==> config.mk <==
export PLATFORM = sky130hd
export DESIGN_NAME = mpio_block
export DESIGN_NICKNAME = d
export VERILOG_FILES = /design/src/shared/mpio_pkg.sv /design/src/rtl/mpio_block.sv
export VERILOG_INCLUDE_DIRS = /design/src /design/src/shared
export SDC_FILE = /design/constraint.sdc
export NUM_CORES = 1
export LEC_CHECK = 0
export BUFFER_PORTS_ARGS = -buffer_cell sky130_fd_sc_hd__buf_2
export CORE_UTILIZATION = 54
export DETAILED_ROUTE_END_ITERATION = 16
export GPL_ROUTABILITY_DRIVEN = 0
export PLACE_DENSITY = 0.77
export SLEW_MARGIN = 5
export SYNTH_ARGS = -nofsm -noshare
export SYNTH_HDL_FRONTEND = slang
export SYNTH_SLANG_ARGS = --single-unit
export TNS_END_PERCENT = 100
==> constraint.sdc <==
create_clock -name clk -period 2.47 [get_ports clk]
set_input_delay 0.247 -clock clk [delete_from_list [all_inputs] [get_ports clk]]
set_output_delay 0.247 -clock clk [all_outputs]
set_load 0.01 [all_outputs]
==> src/shared/mpio_cfg.svh <==
`ifndef MPIO_CFG_SVH
`define MPIO_CFG_SVH
`define MPIO_SMALL_W 3
`define MPIO_WIDE_W 8
`define MPIO_SMALL_LATCH_RST 3'h7
`define MPIO_WIDE_RST 8'h00
`define MPIO_ANALOG_INPUT_DISABLE_BIT_RST 1'b1
`define MPIO_SEL_SMALL 2'h0
`define MPIO_SEL_FIRST 2'h1
`define MPIO_SEL_SECOND 2'h2
`define MPIO_SEL_ANALOG 2'h3
`define MPIO_UNDEF_FILL 5'h00
`endif

==> src/shared/mpio_pkg.sv <==
package mpio_pkg;
  typedef enum logic [1:0] {
    MPIO_PORT_SMALL = 2'h0,
    MPIO_PORT_FIRST = 2'h1,
    MPIO_PORT_SECOND = 2'h2,
    MPIO_PORT_ANALOG = 2'h3
  } mpio_port_type;
  typedef enum logic [3:0] {
    MPIO_WR_LATCH = 4'h1,
    MPIO_WR_DIR = 4'h2,
    MPIO_WR_ODE = 4'h4,
    MPIO_WR_ANALOG_INPUT_DISABLE_BIT = 4'h8
  } mpio_wr_type;
endpackage : mpio_pkg

==> src/rtl/mpio_block.sv <==
`timescale 1ns/10ps
`include "mpio_cfg.svh"
// Contract
// - Small port is three bits; latch resets to all ones.
// - Small-port read bits 7 to 3 are undefined.
// - Small port: RMW reads latch, other reads sample pins.
// - Falling edge on stop pin driven as output sets interrupt latch.
// - Stop pin floats in stop mode regardless of stop output enable.
// - First wide port resets direction and latch to zero.
// - First wide port open-drain select resets to zero, push-pull.
// - Open-drain ports: RMW in open-drain reads latch, else pins.
// - Second wide port resets direction and latch to zero.
// - Second wide port open-drain select resets to zero.
// - Analog port resets dir, latch 0, disable 1; inputs read 0.
// - Channel comes from converter select, not port bits.
// - Analog port bit with latch 0 reads 0.
// - Analog-configured bits always read 0.
// - Analog port RMW reads pins ANDed with latch and writes all eight back.
module mpio_block (
  input wire logic clk,
  input wire logic rst_n,
  input wire logic [1:0] wr_port,
  input wire logic [3:0] wr_kind,
  input wire logic [7:0] wr_data,
  input wire logic rd_en,
  input wire logic [1:0] rd_port,
  input wire logic rd_rmw,
  input wire logic stop_mode,
  input wire logic stop_output_enable_bit,
  input wire logic [2:0] small_port_in,
  input wire logic [7:0] first_wide_in,
  input wire logic [7:0] second_wide_in,
  input wire logic [7:0] analog_port_in,
  output logic [7:0] rd_data,
  output logic [2:0] small_port_out,
  output logic [2:0] small_port_oe,
  output logic [7:0] first_wide_out,
  output logic [7:0] first_wide_oe,
  output logic [7:0] second_wide_out,
  output logic [7:0] second_wide_oe,
  output logic [7:0] analog_port_out,
  output logic [7:0] analog_port_oe,
  output logic [7:0] analog_enable,
  output logic stop_pin_irq
);
  // ----------------------------------------
  // Pin synchronisers
  // ----------------------------------------
  logic [2:0] sm_s1_q, sm_s2_q;
  logic [7:0] fw_s1_q, fw_s2_q, sw_s1_q, sw_s2_q, an_s1_q, an_s2_q;
  logic stop_prev_q;
  always_ff @(posedge clk or negedge rst_n) begin
    if (!rst_n) begin
      sm_s1_q <= 3'h7;
      sm_s2_q <= 3'h7;
      fw_s1_q <= 8'h00;
      fw_s2_q <= 8'h00;
      sw_s1_q <= 8'h00;
      sw_s2_q <= 8'h00;
      an_s1_q <= 8'h00;
      an_s2_q <= 8'h00;
    end else begin
      sm_s1_q <= small_port_in;
      sm_s2_q <= sm_s1_q;
      fw_s1_q <= first_wide_in;
      fw_s2_q <= fw_s1_q;
      sw_s1_q <= second_wide_in;
      sw_s2_q <= sw_s1_q;
      an_s1_q <= analog_port_in;
      an_s2_q <= an_s1_q;
    end
  end

  // ----------------------------------------
  // Latches and control bits
  // ----------------------------------------
  logic [2:0] sm_latch_q, sm_dir_q;
  logic [7:0] fw_latch_q, fw_dir_q, fw_ode_q;
  logic [7:0] sw_latch_q, sw_dir_q, sw_ode_q;
  logic [7:0] an_latch_q, an_dir_q;
  logic analog_input_disable_bit_q;
  function automatic logic hit(input logic [1:0] p, input logic [3:0] k,
                               input logic [1:0] tp, input logic [3:0] tk);
    hit = (p == tp) && ((k & tk) != 4'h0);
  endfunction : hit
  always_ff @(posedge clk or negedge rst_n) begin
    if (!rst_n) begin
      sm_latch_q <= `MPIO_SMALL_LATCH_RST;
      sm_dir_q <= 3'h0;
      fw_latch_q <= `MPIO_WIDE_RST;
      fw_dir_q <= `MPIO_WIDE_RST;
      fw_ode_q <= `MPIO_WIDE_RST;
      sw_latch_q <= `MPIO_WIDE_RST;
      sw_dir_q <= `MPIO_WIDE_RST;
      sw_ode_q <= `MPIO_WIDE_RST;
      an_latch_q <= `MPIO_WIDE_RST;
      an_dir_q <= `MPIO_WIDE_RST;
      analog_input_disable_bit_q <= `MPIO_ANALOG_INPUT_DISABLE_BIT_RST;
    end else begin
      // A write of all eight bits is also how an RMW lands on the analog port
      if (hit(wr_port, wr_kind, mpio_pkg::MPIO_PORT_SMALL, mpio_pkg::MPIO_WR_LATCH))
        sm_latch_q <= wr_data[2:0];
      if (hit(wr_port, wr_kind, mpio_pkg::MPIO_PORT_SMALL, mpio_pkg::MPIO_WR_DIR))
        sm_dir_q <= wr_data[2:0];
      if (hit(wr_port, wr_kind, mpio_pkg::MPIO_PORT_FIRST, mpio_pkg::MPIO_WR_LATCH))
        fw_latch_q <= wr_data;
      if (hit(wr_port, wr_kind, mpio_pkg::MPIO_PORT_FIRST, mpio_pkg::MPIO_WR_DIR))
        fw_dir_q <= wr_data;
      if (hit(wr_port, wr_kind, mpio_pkg::MPIO_PORT_FIRST, mpio_pkg::MPIO_WR_ODE))
        fw_ode_q <= wr_data;
      if (hit(wr_port, wr_kind, mpio_pkg::MPIO_PORT_SECOND, mpio_pkg::MPIO_WR_LATCH))
        sw_latch_q <= wr_data;
      if (hit(wr_port, wr_kind, mpio_pkg::MPIO_PORT_SECOND, mpio_pkg::MPIO_WR_DIR))
        sw_dir_q <= wr_data;
      if (hit(wr_port, wr_kind, mpio_pkg::MPIO_PORT_SECOND, mpio_pkg::MPIO_WR_ODE))
        sw_ode_q <= wr_data;
      if (hit(wr_port, wr_kind, mpio_pkg::MPIO_PORT_ANALOG, mpio_pkg::MPIO_WR_LATCH))
        an_latch_q <= wr_data;
      if (hit(wr_port, wr_kind, mpio_pkg::MPIO_PORT_ANALOG, mpio_pkg::MPIO_WR_DIR))
        an_dir_q <= wr_data;
      if (hit(wr_port, wr_kind, mpio_pkg::MPIO_PORT_ANALOG, mpio_pkg::MPIO_WR_ANALOG_INPUT_DISABLE_BIT))
        analog_input_disable_bit_q <= wr_data[0];
    end
  end

  // ----------------------------------------
  // Pin drive
  // ----------------------------------------
  function automatic logic [7:0] drv_oe(input logic [7:0] dir, input logic [7:0] ode,
                                        input logic [7:0] lat);
    drv_oe = dir & ~(ode & lat);
  endfunction : drv_oe
  function automatic logic [7:0] drv_out(input logic [7:0] ode, input logic [7:0] lat);
    drv_out = lat & ~ode;
  endfunction : drv_out
  function automatic logic [7:0] an_link(input logic dis, input logic [7:0] dir,
                                         input logic [7:0] lat);
    an_link = {8{~dis}} & ~dir & ~lat;
  endfunction : an_link
  always_ff @(posedge clk or negedge rst_n) begin
    if (!rst_n) begin
      small_port_out <= 3'h0;
      small_port_oe <= 3'h0;
      first_wide_out <= 8'h00;
      first_wide_oe <= 8'h00;
      second_wide_out <= 8'h00;
      second_wide_oe <= 8'h00;
      analog_port_out <= 8'h00;
      analog_port_oe <= 8'h00;
      analog_enable <= 8'h00;
    end else begin
      small_port_out <= sm_latch_q;
      small_port_oe <= {sm_dir_q[2:1] & {2{~stop_mode | stop_output_enable_bit}},
                        sm_dir_q[0] & ~stop_mode};
      first_wide_out <= drv_out(fw_ode_q, fw_latch_q);
      first_wide_oe <= drv_oe(fw_dir_q, fw_ode_q, fw_latch_q);
      second_wide_out <= drv_out(sw_ode_q, sw_latch_q);
      second_wide_oe <= drv_oe(sw_dir_q, sw_ode_q, sw_latch_q);
      analog_port_out <= an_latch_q;
      analog_port_oe <= an_dir_q;
      // Analog path per bit; channel choice stays with the converter
      analog_enable <= an_link(analog_input_disable_bit_q, an_dir_q, an_latch_q);
    end
  end

  // ----------------------------------------
  // Stop pin falling edge
  // ----------------------------------------
  always_ff @(posedge clk or negedge rst_n) begin
    if (!rst_n) begin
      stop_prev_q <= 1'b1;
      stop_pin_irq <= 1'b0;
    end else begin
      stop_prev_q <= sm_s2_q[0];
      stop_pin_irq <= stop_prev_q & ~sm_s2_q[0];
    end
  end

  // ----------------------------------------
  // Read path
  // ----------------------------------------
  logic [7:0] an_rd;
  assign an_rd = an_s2_q & an_latch_q & ~an_link(analog_input_disable_bit_q, an_dir_q, an_latch_q);
  always_ff @(posedge clk or negedge rst_n) begin
    if (!rst_n) begin
      rd_data <= 8'h00;
    end else if (rd_en) begin
      case (rd_port)
        mpio_pkg::MPIO_PORT_SMALL:
          rd_data <= {`MPIO_UNDEF_FILL, rd_rmw ? sm_latch_q : sm_s2_q};
        mpio_pkg::MPIO_PORT_FIRST:
          rd_data <= (rd_rmw ? (fw_ode_q & fw_latch_q) : 8'h00)
                   | (fw_s2_q & ~(rd_rmw ? fw_ode_q : 8'h00));
        mpio_pkg::MPIO_PORT_SECOND:
          rd_data <= (rd_rmw ? (sw_ode_q & sw_latch_q) : 8'h00)
                   | (sw_s2_q & ~(rd_rmw ? sw_ode_q : 8'h00));
        default:
          rd_data <= an_rd;
      endcase
    end
  end
endmodule : mpio_block

Yosys cells after proc, flatten, opt, wreduce, memory -nomap -nowiden --
Cells that the tools add are included.
Word-level totals: register bits after elaboration 197, output and inout bits 71
Operators by class: equality and inequality tests 5, mux-type cells 6, bitwise logic cells 30, reduce and logical (&&, ||, !) cells 13
Operators with widths (count):
- 8-bit AND | 12
- 8-bit NOT | 9
- 8-bit two-way mux | 4
- 8-bit one-hot mux with 3 select lines | 1
- 8-bit OR | 2
- 1-bit logical AND | 11
- 2-bit equality test, second input constant | 3
- 2-bit by 1-bit equality test with 1-bit output, second input constant | 2
- 2-bit logical NOT | 2
- 3-bit two-way mux | 1
- 1-bit NOT | 3
- 1-bit AND | 2
- 2-bit AND | 1
- 1-bit OR | 1

Logic depth before layout (Yosys ltp) --
Gate-level depths: netlist of the first run.
depth in word-level cells 6, gate-level depth with buffers 5, mapped depth without buffers 3

Worst setup path before layout of the first run --
OpenSTA, ideal clock, no wires.
path kind in2reg, start input wr_port[0], end register fw_dir_q[0], library setup time 125 ps, arrival time 1068 ps, setup slack 1277 ps, cell stages on the path 4, path through buf_2 and2b_4 nand2_4 mux2_4
On the way: word-level cells in the longest chain between the ends 2
Ends and longest elaborated chain:
- start, declared | RTL line mpio_block.sv:22 | input wire logic [1:0] wr_port,
- 2-bit by 1-bit equality test with 1-bit output | RTL line mpio_block.sv:84 | hit = (p == tp) && ((k & tk) != 4'h0);
- 1-bit logical AND | RTL line mpio_block.sv:84
- end signal, assigned | RTL line mpio_block.sv:91 | fw_dir_q <= `MPIO_WIDE_RST;
- end signal, assigned | RTL line mpio_block.sv:108 | fw_dir_q <= wr_data;
- end, declared | RTL line mpio_block.sv:78 | logic [7:0] fw_latch_q, fw_dir_q, fw_ode_q;
No other way between the ends. A chain may end at the register's enable or synchronous reset.

Final worst setup path of the first run --
start register rd_data[0], end output rd_data[0]
RTL lines:
- start, declared | RTL line mpio_block.sv:34 | output logic [7:0] rd_data,
- start signal, assigned | RTL line mpio_block.sv:190 | rd_data <= {`MPIO_UNDEF_FILL, rd_rmw ? sm_latch_q : sm_s2_q};
- start signal, assigned | RTL line mpio_block.sv:192 | rd_data <= (rd_rmw ? (fw_ode_q & fw_latch_q) : 8'h00)
- start signal, assigned | RTL line mpio_block.sv:195 | rd_data <= (rd_rmw ? (sw_ode_q & sw_latch_q) : 8'h00)
No word-level cell between the ends.

==> impl_results.md, run 1 <==
- Status: finished, final reports clean
- Hold path startpoint: rd_port[1]
- Final hold vios: 0
- Top cells by area, synth: dfrtp_1 67%, mux2_4 10%, mux2_2 4.2%, dfstp_2 4.2%, a21boi_0 3.5%
- EDFF count, synth: 0
- Initial Util: 55.27%
- Hold crit path type: in2reg
- WP buf/inv: 1
- Finished Core Util: 69.13%
- H-tree levels: 4
- R2R depth: 3
- Synthesis-stage register bit count: 197
- Clk sinks: 197
- Die area: 13320 sq um
- Root buffer cell: clkbuf_16
- Commonest cells post-synth: 186 x dfrtp_1, 48 x mux2_4, 32 x a21boi_0, 26 x mux2_2, 20 x nor2b_1
- Crit start category: flip-flop
- Synth Instances: 422
- Layout area overhead: 25.07%
- Vias in the first global route: 4033
- Clk buf depth: 2
- Clock skew: 5.916 ps
- Arrival time at the worst endpoint: 990 ps
- Synth unique cells: 32
- Async SR Flop Fraction: 100.0%
- Mean post-synth cell area: 16.46 sq um
- Slew Viols, Final: 0
- Setup TNS: 0 ps
- Synthesized cell area: 6947 sq um
- Final min period: 1238 ps
- Layout cells sized above 1: 42.66%
- Site Rows: 41
- R2r setup slk: 1300 ps
- TritonCTS buffer count: 17
- FMAX: 0.8080 GHz
- Tcrit/Tclk final: 50.11%
- Via count: 3915
- Diode count: 0
- Total nets after synthesis: 471
- Clk pin slew, worst setup/hold paths: 60 ps
- Reg-to-reg startpoint: fw_ode_q[5]$_DFFE_PN0P_
- Largest net degree at the start of global routing: 59
- Req. time, crit path: 2220 ps
- Initial antenna violation count: 1
- Via/cell ratio: 5.118
- Clk Latency, worst-skew pair: 430 ps
- Post-route antenna net violation count: 0
- Port Buffers: 119
- Die H: 115.4 microns
- Worst R2R End: rd_data[5]$_DFFE_PN0P_
- CTS tree: yes
- Sequential area share after synthesis: 71.16%
- Worst Setup End Kind: output port
- Dpl hpwl: 9.185 mm
- Layout fillers: 863
- Pwr dens: 926.0 nW/um^2
- I/O pin total: 120
- Residual DRC: 0
- Slew HR: 60.57%
- VDD IR max: 510.3 uV
- Most common cell in the synthesized netlist: dfrtp_1
- Die W: 115.4 microns
- Hold path cells: 3
- Core footprint: 12570 sq um
- Crit Path Class: reg2out
- Hold Path End: rd_data[4]$_DFFE_PN0P_
- Critical Path, Cell by Cell: buf_2
- Total Routing Usage GR: 23.22%
- Endpoints failing setup: 0
- Synth top area share: 67.00%
- Slew @ Worst Pin: 590.3 ps
- Leakage: 4.233 nW
- 1st-pass router iterations: 4
- Yosys warns: 0
- Synth area leader: dfrtp_1
- RSZ-0062 raised after global routing: false
- Starting DRT DRC Count: 201
- Total Power: 8.045 mW
- Slowest stage delay, CP: 410 ps
- # nets final: 629
- Synth Flop Type: dfrtp_1
- Delay-heaviest family, CP: flip-flops
- Max Cap Viol: 0
- CP max stage cell: dfrtp_1
- GR Overflow Total: 0
- First-pass GRT wire length: 21.90 mm
- Routed WL per cell: 18.30 microns
- DRT Wirelength: 14.00 mm
- Worst Path Max Fanout: 2
layout by cell type (no fill, tap or decap), drive strengths merged, types with 9 or more instances in the layout:
master | synthesis | final
mux2 | 74 | 74
clkbuf | 7 | 23
dfrtp | 186 | 186
buf | 6 | 122
o21ai | 15 | 15
dlygate4sd3 | 0 | 29
nor2b | 21 | 21
and3 | 16 | 16
a21boi | 32 | 32
nor2 | 9 | 9
dfstp | 11 | 11
worst max path at each step:
stage / startpoint / endpoint / slack (ps) / cells past startpoint
after floorplan: wr_port[0] / fw_dir_q[0]$_DFFE_PN0P_ / 1280 / 4
after global placement: rd_rmw / rd_data[2]$_DFFE_PN0P_ / 960 / 4
after detailed placement: rd_rmw / rd_data[2]$_DFFE_PN0P_ / 910 / 4
after CTS: rd_data[0]$_DFFE_PN0P_ / rd_data[0] / 1220 / 1
after global routing: rst_n / sm_s2_q[1]$_DFF_PN1_ / 1150 / 3
final: rd_data[0]$_DFFE_PN0P_ / rd_data[0] / 1230 / 1
where the power goes:
part,switching [mW],internal (mW)
sequential,0.296,3.72
combinational,0.483,0.583
clock,1.15,1.81
metrics by stage:
stage | area (sq um) | setup slack (ps) | instances | hold slack, ps
finish | 8688 | 1232 | 765 | 126.8
global route | 8688 | 1149 | 765 | 116.1
CTS | 8688 | 1223 | 765 | 108.4
detailed placement | 7746 | 914.5 | 704 | 238.1
global placement | 7746 | 961.9 | 704 | 233.4
floorplan | 6947 | 1277 | 422 | -48.59
final cells by class:
cell class,instances,area (sq um),share of cell area [%]
sequential,197,4943,56.90
multi-input combinational,211,1937,22.29
timing repair buffer,152,937.1,10.79
clock buffer,22,484.2,5.573
tap,172,215.2,2.477
clock inverter,10,167.7,1.930
inverter,1,3.754,0.04320
logic make-up after synthesis:
kind of cell,share of synthesized area (%)
buffers and inverters,0.9544
multiplexers,14.59
AO/OA/AOI/OAI,6.196
AND/OR/NAND/NOR,7.097
flip-flops,71.16
per-layer routing:
layer	global-route usage, %	vias to the layer above	routed length [microns]
li1	-	1787	-
met1	29.37	1972	5942
met2	37.64	126	7030
met3	6.590	28	745
met4	10.30	2	269
met5	0	-	10
repair_timing:
item | in CTS | in global routing
resized for setup | 0 | 0
hold buffers | 29 | 0
setup buffers | 0 | 0
endpoints found under the hold margin | 82 | 0
(Power assumes the default switching activity.)
==> run 2: changes to the inputs <==
ABC_AREA = 1   (was default)
clock period = 1.2 ns   (was 2.47 ns; I/O delays follow)
==> run 2 against run 1 <==
  * Sequential cell count stayed put
  * Hold slack worse by 62 ps
  * Critical path depth stayed put
  * Sequential power is 100% higher
  * Synthesized cell count is 40% higher
  * Critical path type unchanged
==> impl_results.md, run 2 <==
- Clock share of power: 37.4%
- Die W: 113.9 microns
- Worst Setup End Kind: output port
- Cts repair resizes: 0
- Crit start category: flip-flop
- I/O pin total: 120
- Most common cell in the synthesized netlist: dfrtp_1
- Switching Share: 24.91%
- Yosys warns: 0
- Commonest cells post-synth: 186 x dfrtp_1, 147 x nand2_1, 67 x o21ai_1, 44 x inv_1, 36 x nor2_1
- Hold path startpoint: wr_data[6]
- Sequential share of power: 50.7%
- Mean post-synth cell area: 11.42 sq um
- Synthesis-stage register bit count: 197
- Critical Path, Cell by Cell: buf_2
- Initial antenna violation count: 0
- Root buffer cell: clkbuf_16
- Hold-fix buffers, CTS: 31
- Area occupied by multi-input gates: 1530 sq um
- Via count: 4688
- Dpl hpwl: 9.680 mm
- Worst R2R End: rd_data[2]$_DFFE_PN0P_
- RSZ-0062 raised after global routing: false
- Finished Core Util: 70.63%
- Crit Path Class: reg2out
- Arrival time at the worst endpoint: 1000 ps
- Slew HR: 70.67%
- Synth Instances: 592
- Total Routing Usage GR: 24.56%
- H-tree levels: 4
- Commonest cells after routing, fill and taps aside: 186 x dfrtp_1, 147 x nand2_1, 118 x buf_2
- Synth unique cells: 20
- Leakage: 4.335 nW
- Sequential area share after synthesis: 73.11%
- Synth Flop Type: dfrtp_1
- Starting DRT DRC Count: 348
- Vias in the first global route: 4868
- Design internal power: 11.94 mW
- Largest net degree at the start of global routing: 46
- Slack of the critical path: 81.23 ps
- Top cells by area, synth: dfrtp_1 69%, nand2_1 8.2%, o21ai_1 5.0%, dfstp_2 4.3%, inv_1 2.4%
- Hold crit path type: in2reg
- Delay-heaviest family, CP: flip-flops
- Pwr dens: 1858 nW/um^2
- R2R depth: 6
- # nets final: 805
- Residual DRC: 0
- Clk pin slew, worst setup/hold paths: 70 ps
- Reg-to-reg startpoint: sm_latch_q[2]$_DFFE_PN1P_
- Initial Util: 55.83%
- Commonest non-fill, non-tap cell in the layout: dfrtp_1
- Synth top area share: 68.84%
- Setup TNS: 0 ps
- Core footprint: 12110 sq um
- Final hold vios: 0
- Req. time, crit path: 1080 ps
- Endpoints failing setup: 0
- TritonCTS buffer count: 17
- Clk Latency, worst-skew pair: 420 ps
- Setup Buffers After CTS: 0
- CP max stage cell: dfrtp_1
- Clk sinks: 197
- Async SR Flop Fraction: 100.0%
- Total nets after synthesis: 641
- Hold Path End: fw_ode_q[6]$_DFFE_PN0P_
- Slew @ Worst Pin: 439.5 ps
- 1st-pass router iterations: 4
- Die H: 113.9 microns
- Layout area overhead: 26.52%
- Synthesized cell area: 6761 sq um
- Dpl ws: 104.1 ps
- Die area: 12970 sq um
- Slowest stage delay, CP: 410 ps
- EDFF count, synth: 0
- FMAX: 0.8938 GHz
- Layout cells sized above 1: 24.58%
- First-pass GRT wire length: 23.83 mm
- Site Rows: 40
- Tcrit/Tclk final: 93.23%
- Via/cell ratio: 5.003
- Max Cap Viol: 0
- WP buf/inv: 1
- Port Buffers: 119
- Slew Viols, Final: 0
- DRT Wirelength: 14.49 mm
- Clock skew: 7.018 ps
- Layout fillers: 873
- Worst Path Max Fanout: 2
- Routed WL per cell: 15.46 microns
- Diode count: 0
- R2r setup slk: 180 ps
- Register area: 4943 sq um
- VDD IR max: 1301 uV
- Combinational power share: 11.9%
- Status: finished, final reports clean
- Post-route antenna net violation count: 0
- P_sw: 3.959 mW
- Synth area leader: dfrtp_1
- Clk buf depth: 2
- GR Overflow Total: 0
- CTS tree: yes
- Hold path cells: 3
- Final min period: 1119 ps
==> run 2: changes by cell type after synthesis, moves of 21 or more <==
cell     previous run  this run
nand2_1             2       147
o21ai_1             0        67
mux2_4             48         0
inv_1               1        44
nor2_1              9        36
mux2_2             26         0
nand3_1             5        26
==> run 2: metrics by stage <==
stage	power [mW]	cell area [sq um]	instances	hold WS [ps]
after floorplan	8.993	6761	592	-175.6
after global placement	9.885	7612	874	65.24
after detailed placement	9.980	7612	874	66.20
after CTS	16.03	8554	937	58.21
after global routing	16.60	8554	937	75.84
final	15.90	8554	937	65.27
==> run 2: worst max-delay path by stage <==
stage / startpoint / cells past startpoint / endpoint
CTS: rd_data[3]$_DFFE_PN0P_ / 1 / rd_data[3]
finish: rd_data[3]$_DFFE_PN0P_ / 1 / rd_data[3]
global route: rd_data[3]$_DFFE_PN0P_ / 1 / rd_data[3]
detailed placement: wr_port[1] / 5 / fw_dir_q[5]$_DFFE_PN0P_
global placement: wr_port[1] / 5 / fw_dir_q[2]$_DFFE_PN0P_
floorplan: analog_input_disable_bit_q$_DFFE_PN1P_ / 2 / analog_enable[0]$_DFF_PN0_
==> run 2: area by class of cell <==
class                   count  share of cell area (%)
clock buffers              21                   5.382
inverters                  49                   2.150
multi-input cells         329                   17.89
clock inverters            11                   2.004
flip-flops and latches    197                   57.79
well taps                 168                   2.457
repair buffers            162                   12.33
==> run 2: cells by family after synthesis <==
group	Yosys count	synth area share (%)
DFF	197	73.11
buffers and inverters	66	4.256
AOI/OAI and AO/OA	100	8.253
and+or+nand+nor	229	14.38
==> run 2: layer usage <==
| metal | part of all wire (%) | global-route usage (%) | vias up | wire length, microns |
|---|---|---|---|---|
| met5 | 0 | 0 | - | 0 |
| met4 | 2.0 | 8.571 | 0 | 287 |
| met3 | 5.5 | 6.004 | 23 | 791 |
| met2 | 51 | 41.54 | 144 | 7405 |
| met1 | 41 | 31.21 | 2300 | 6002 |
| li1 | - | - | 2221 | - |
==> run 2: power by group through the flow <==
stage          registers [mW]  logic [mW]  clock network [mW]
6_report                 8.06        1.89                5.95
4_1_cts                  8.05        1.92                6.05
2_1_floorplan            8.22       0.772                   0
3_5_place_dp             8.16        1.82                   0
3_3_place_gp             8.12        1.76                   0
5_1_grt                  8.15        2.13                6.32
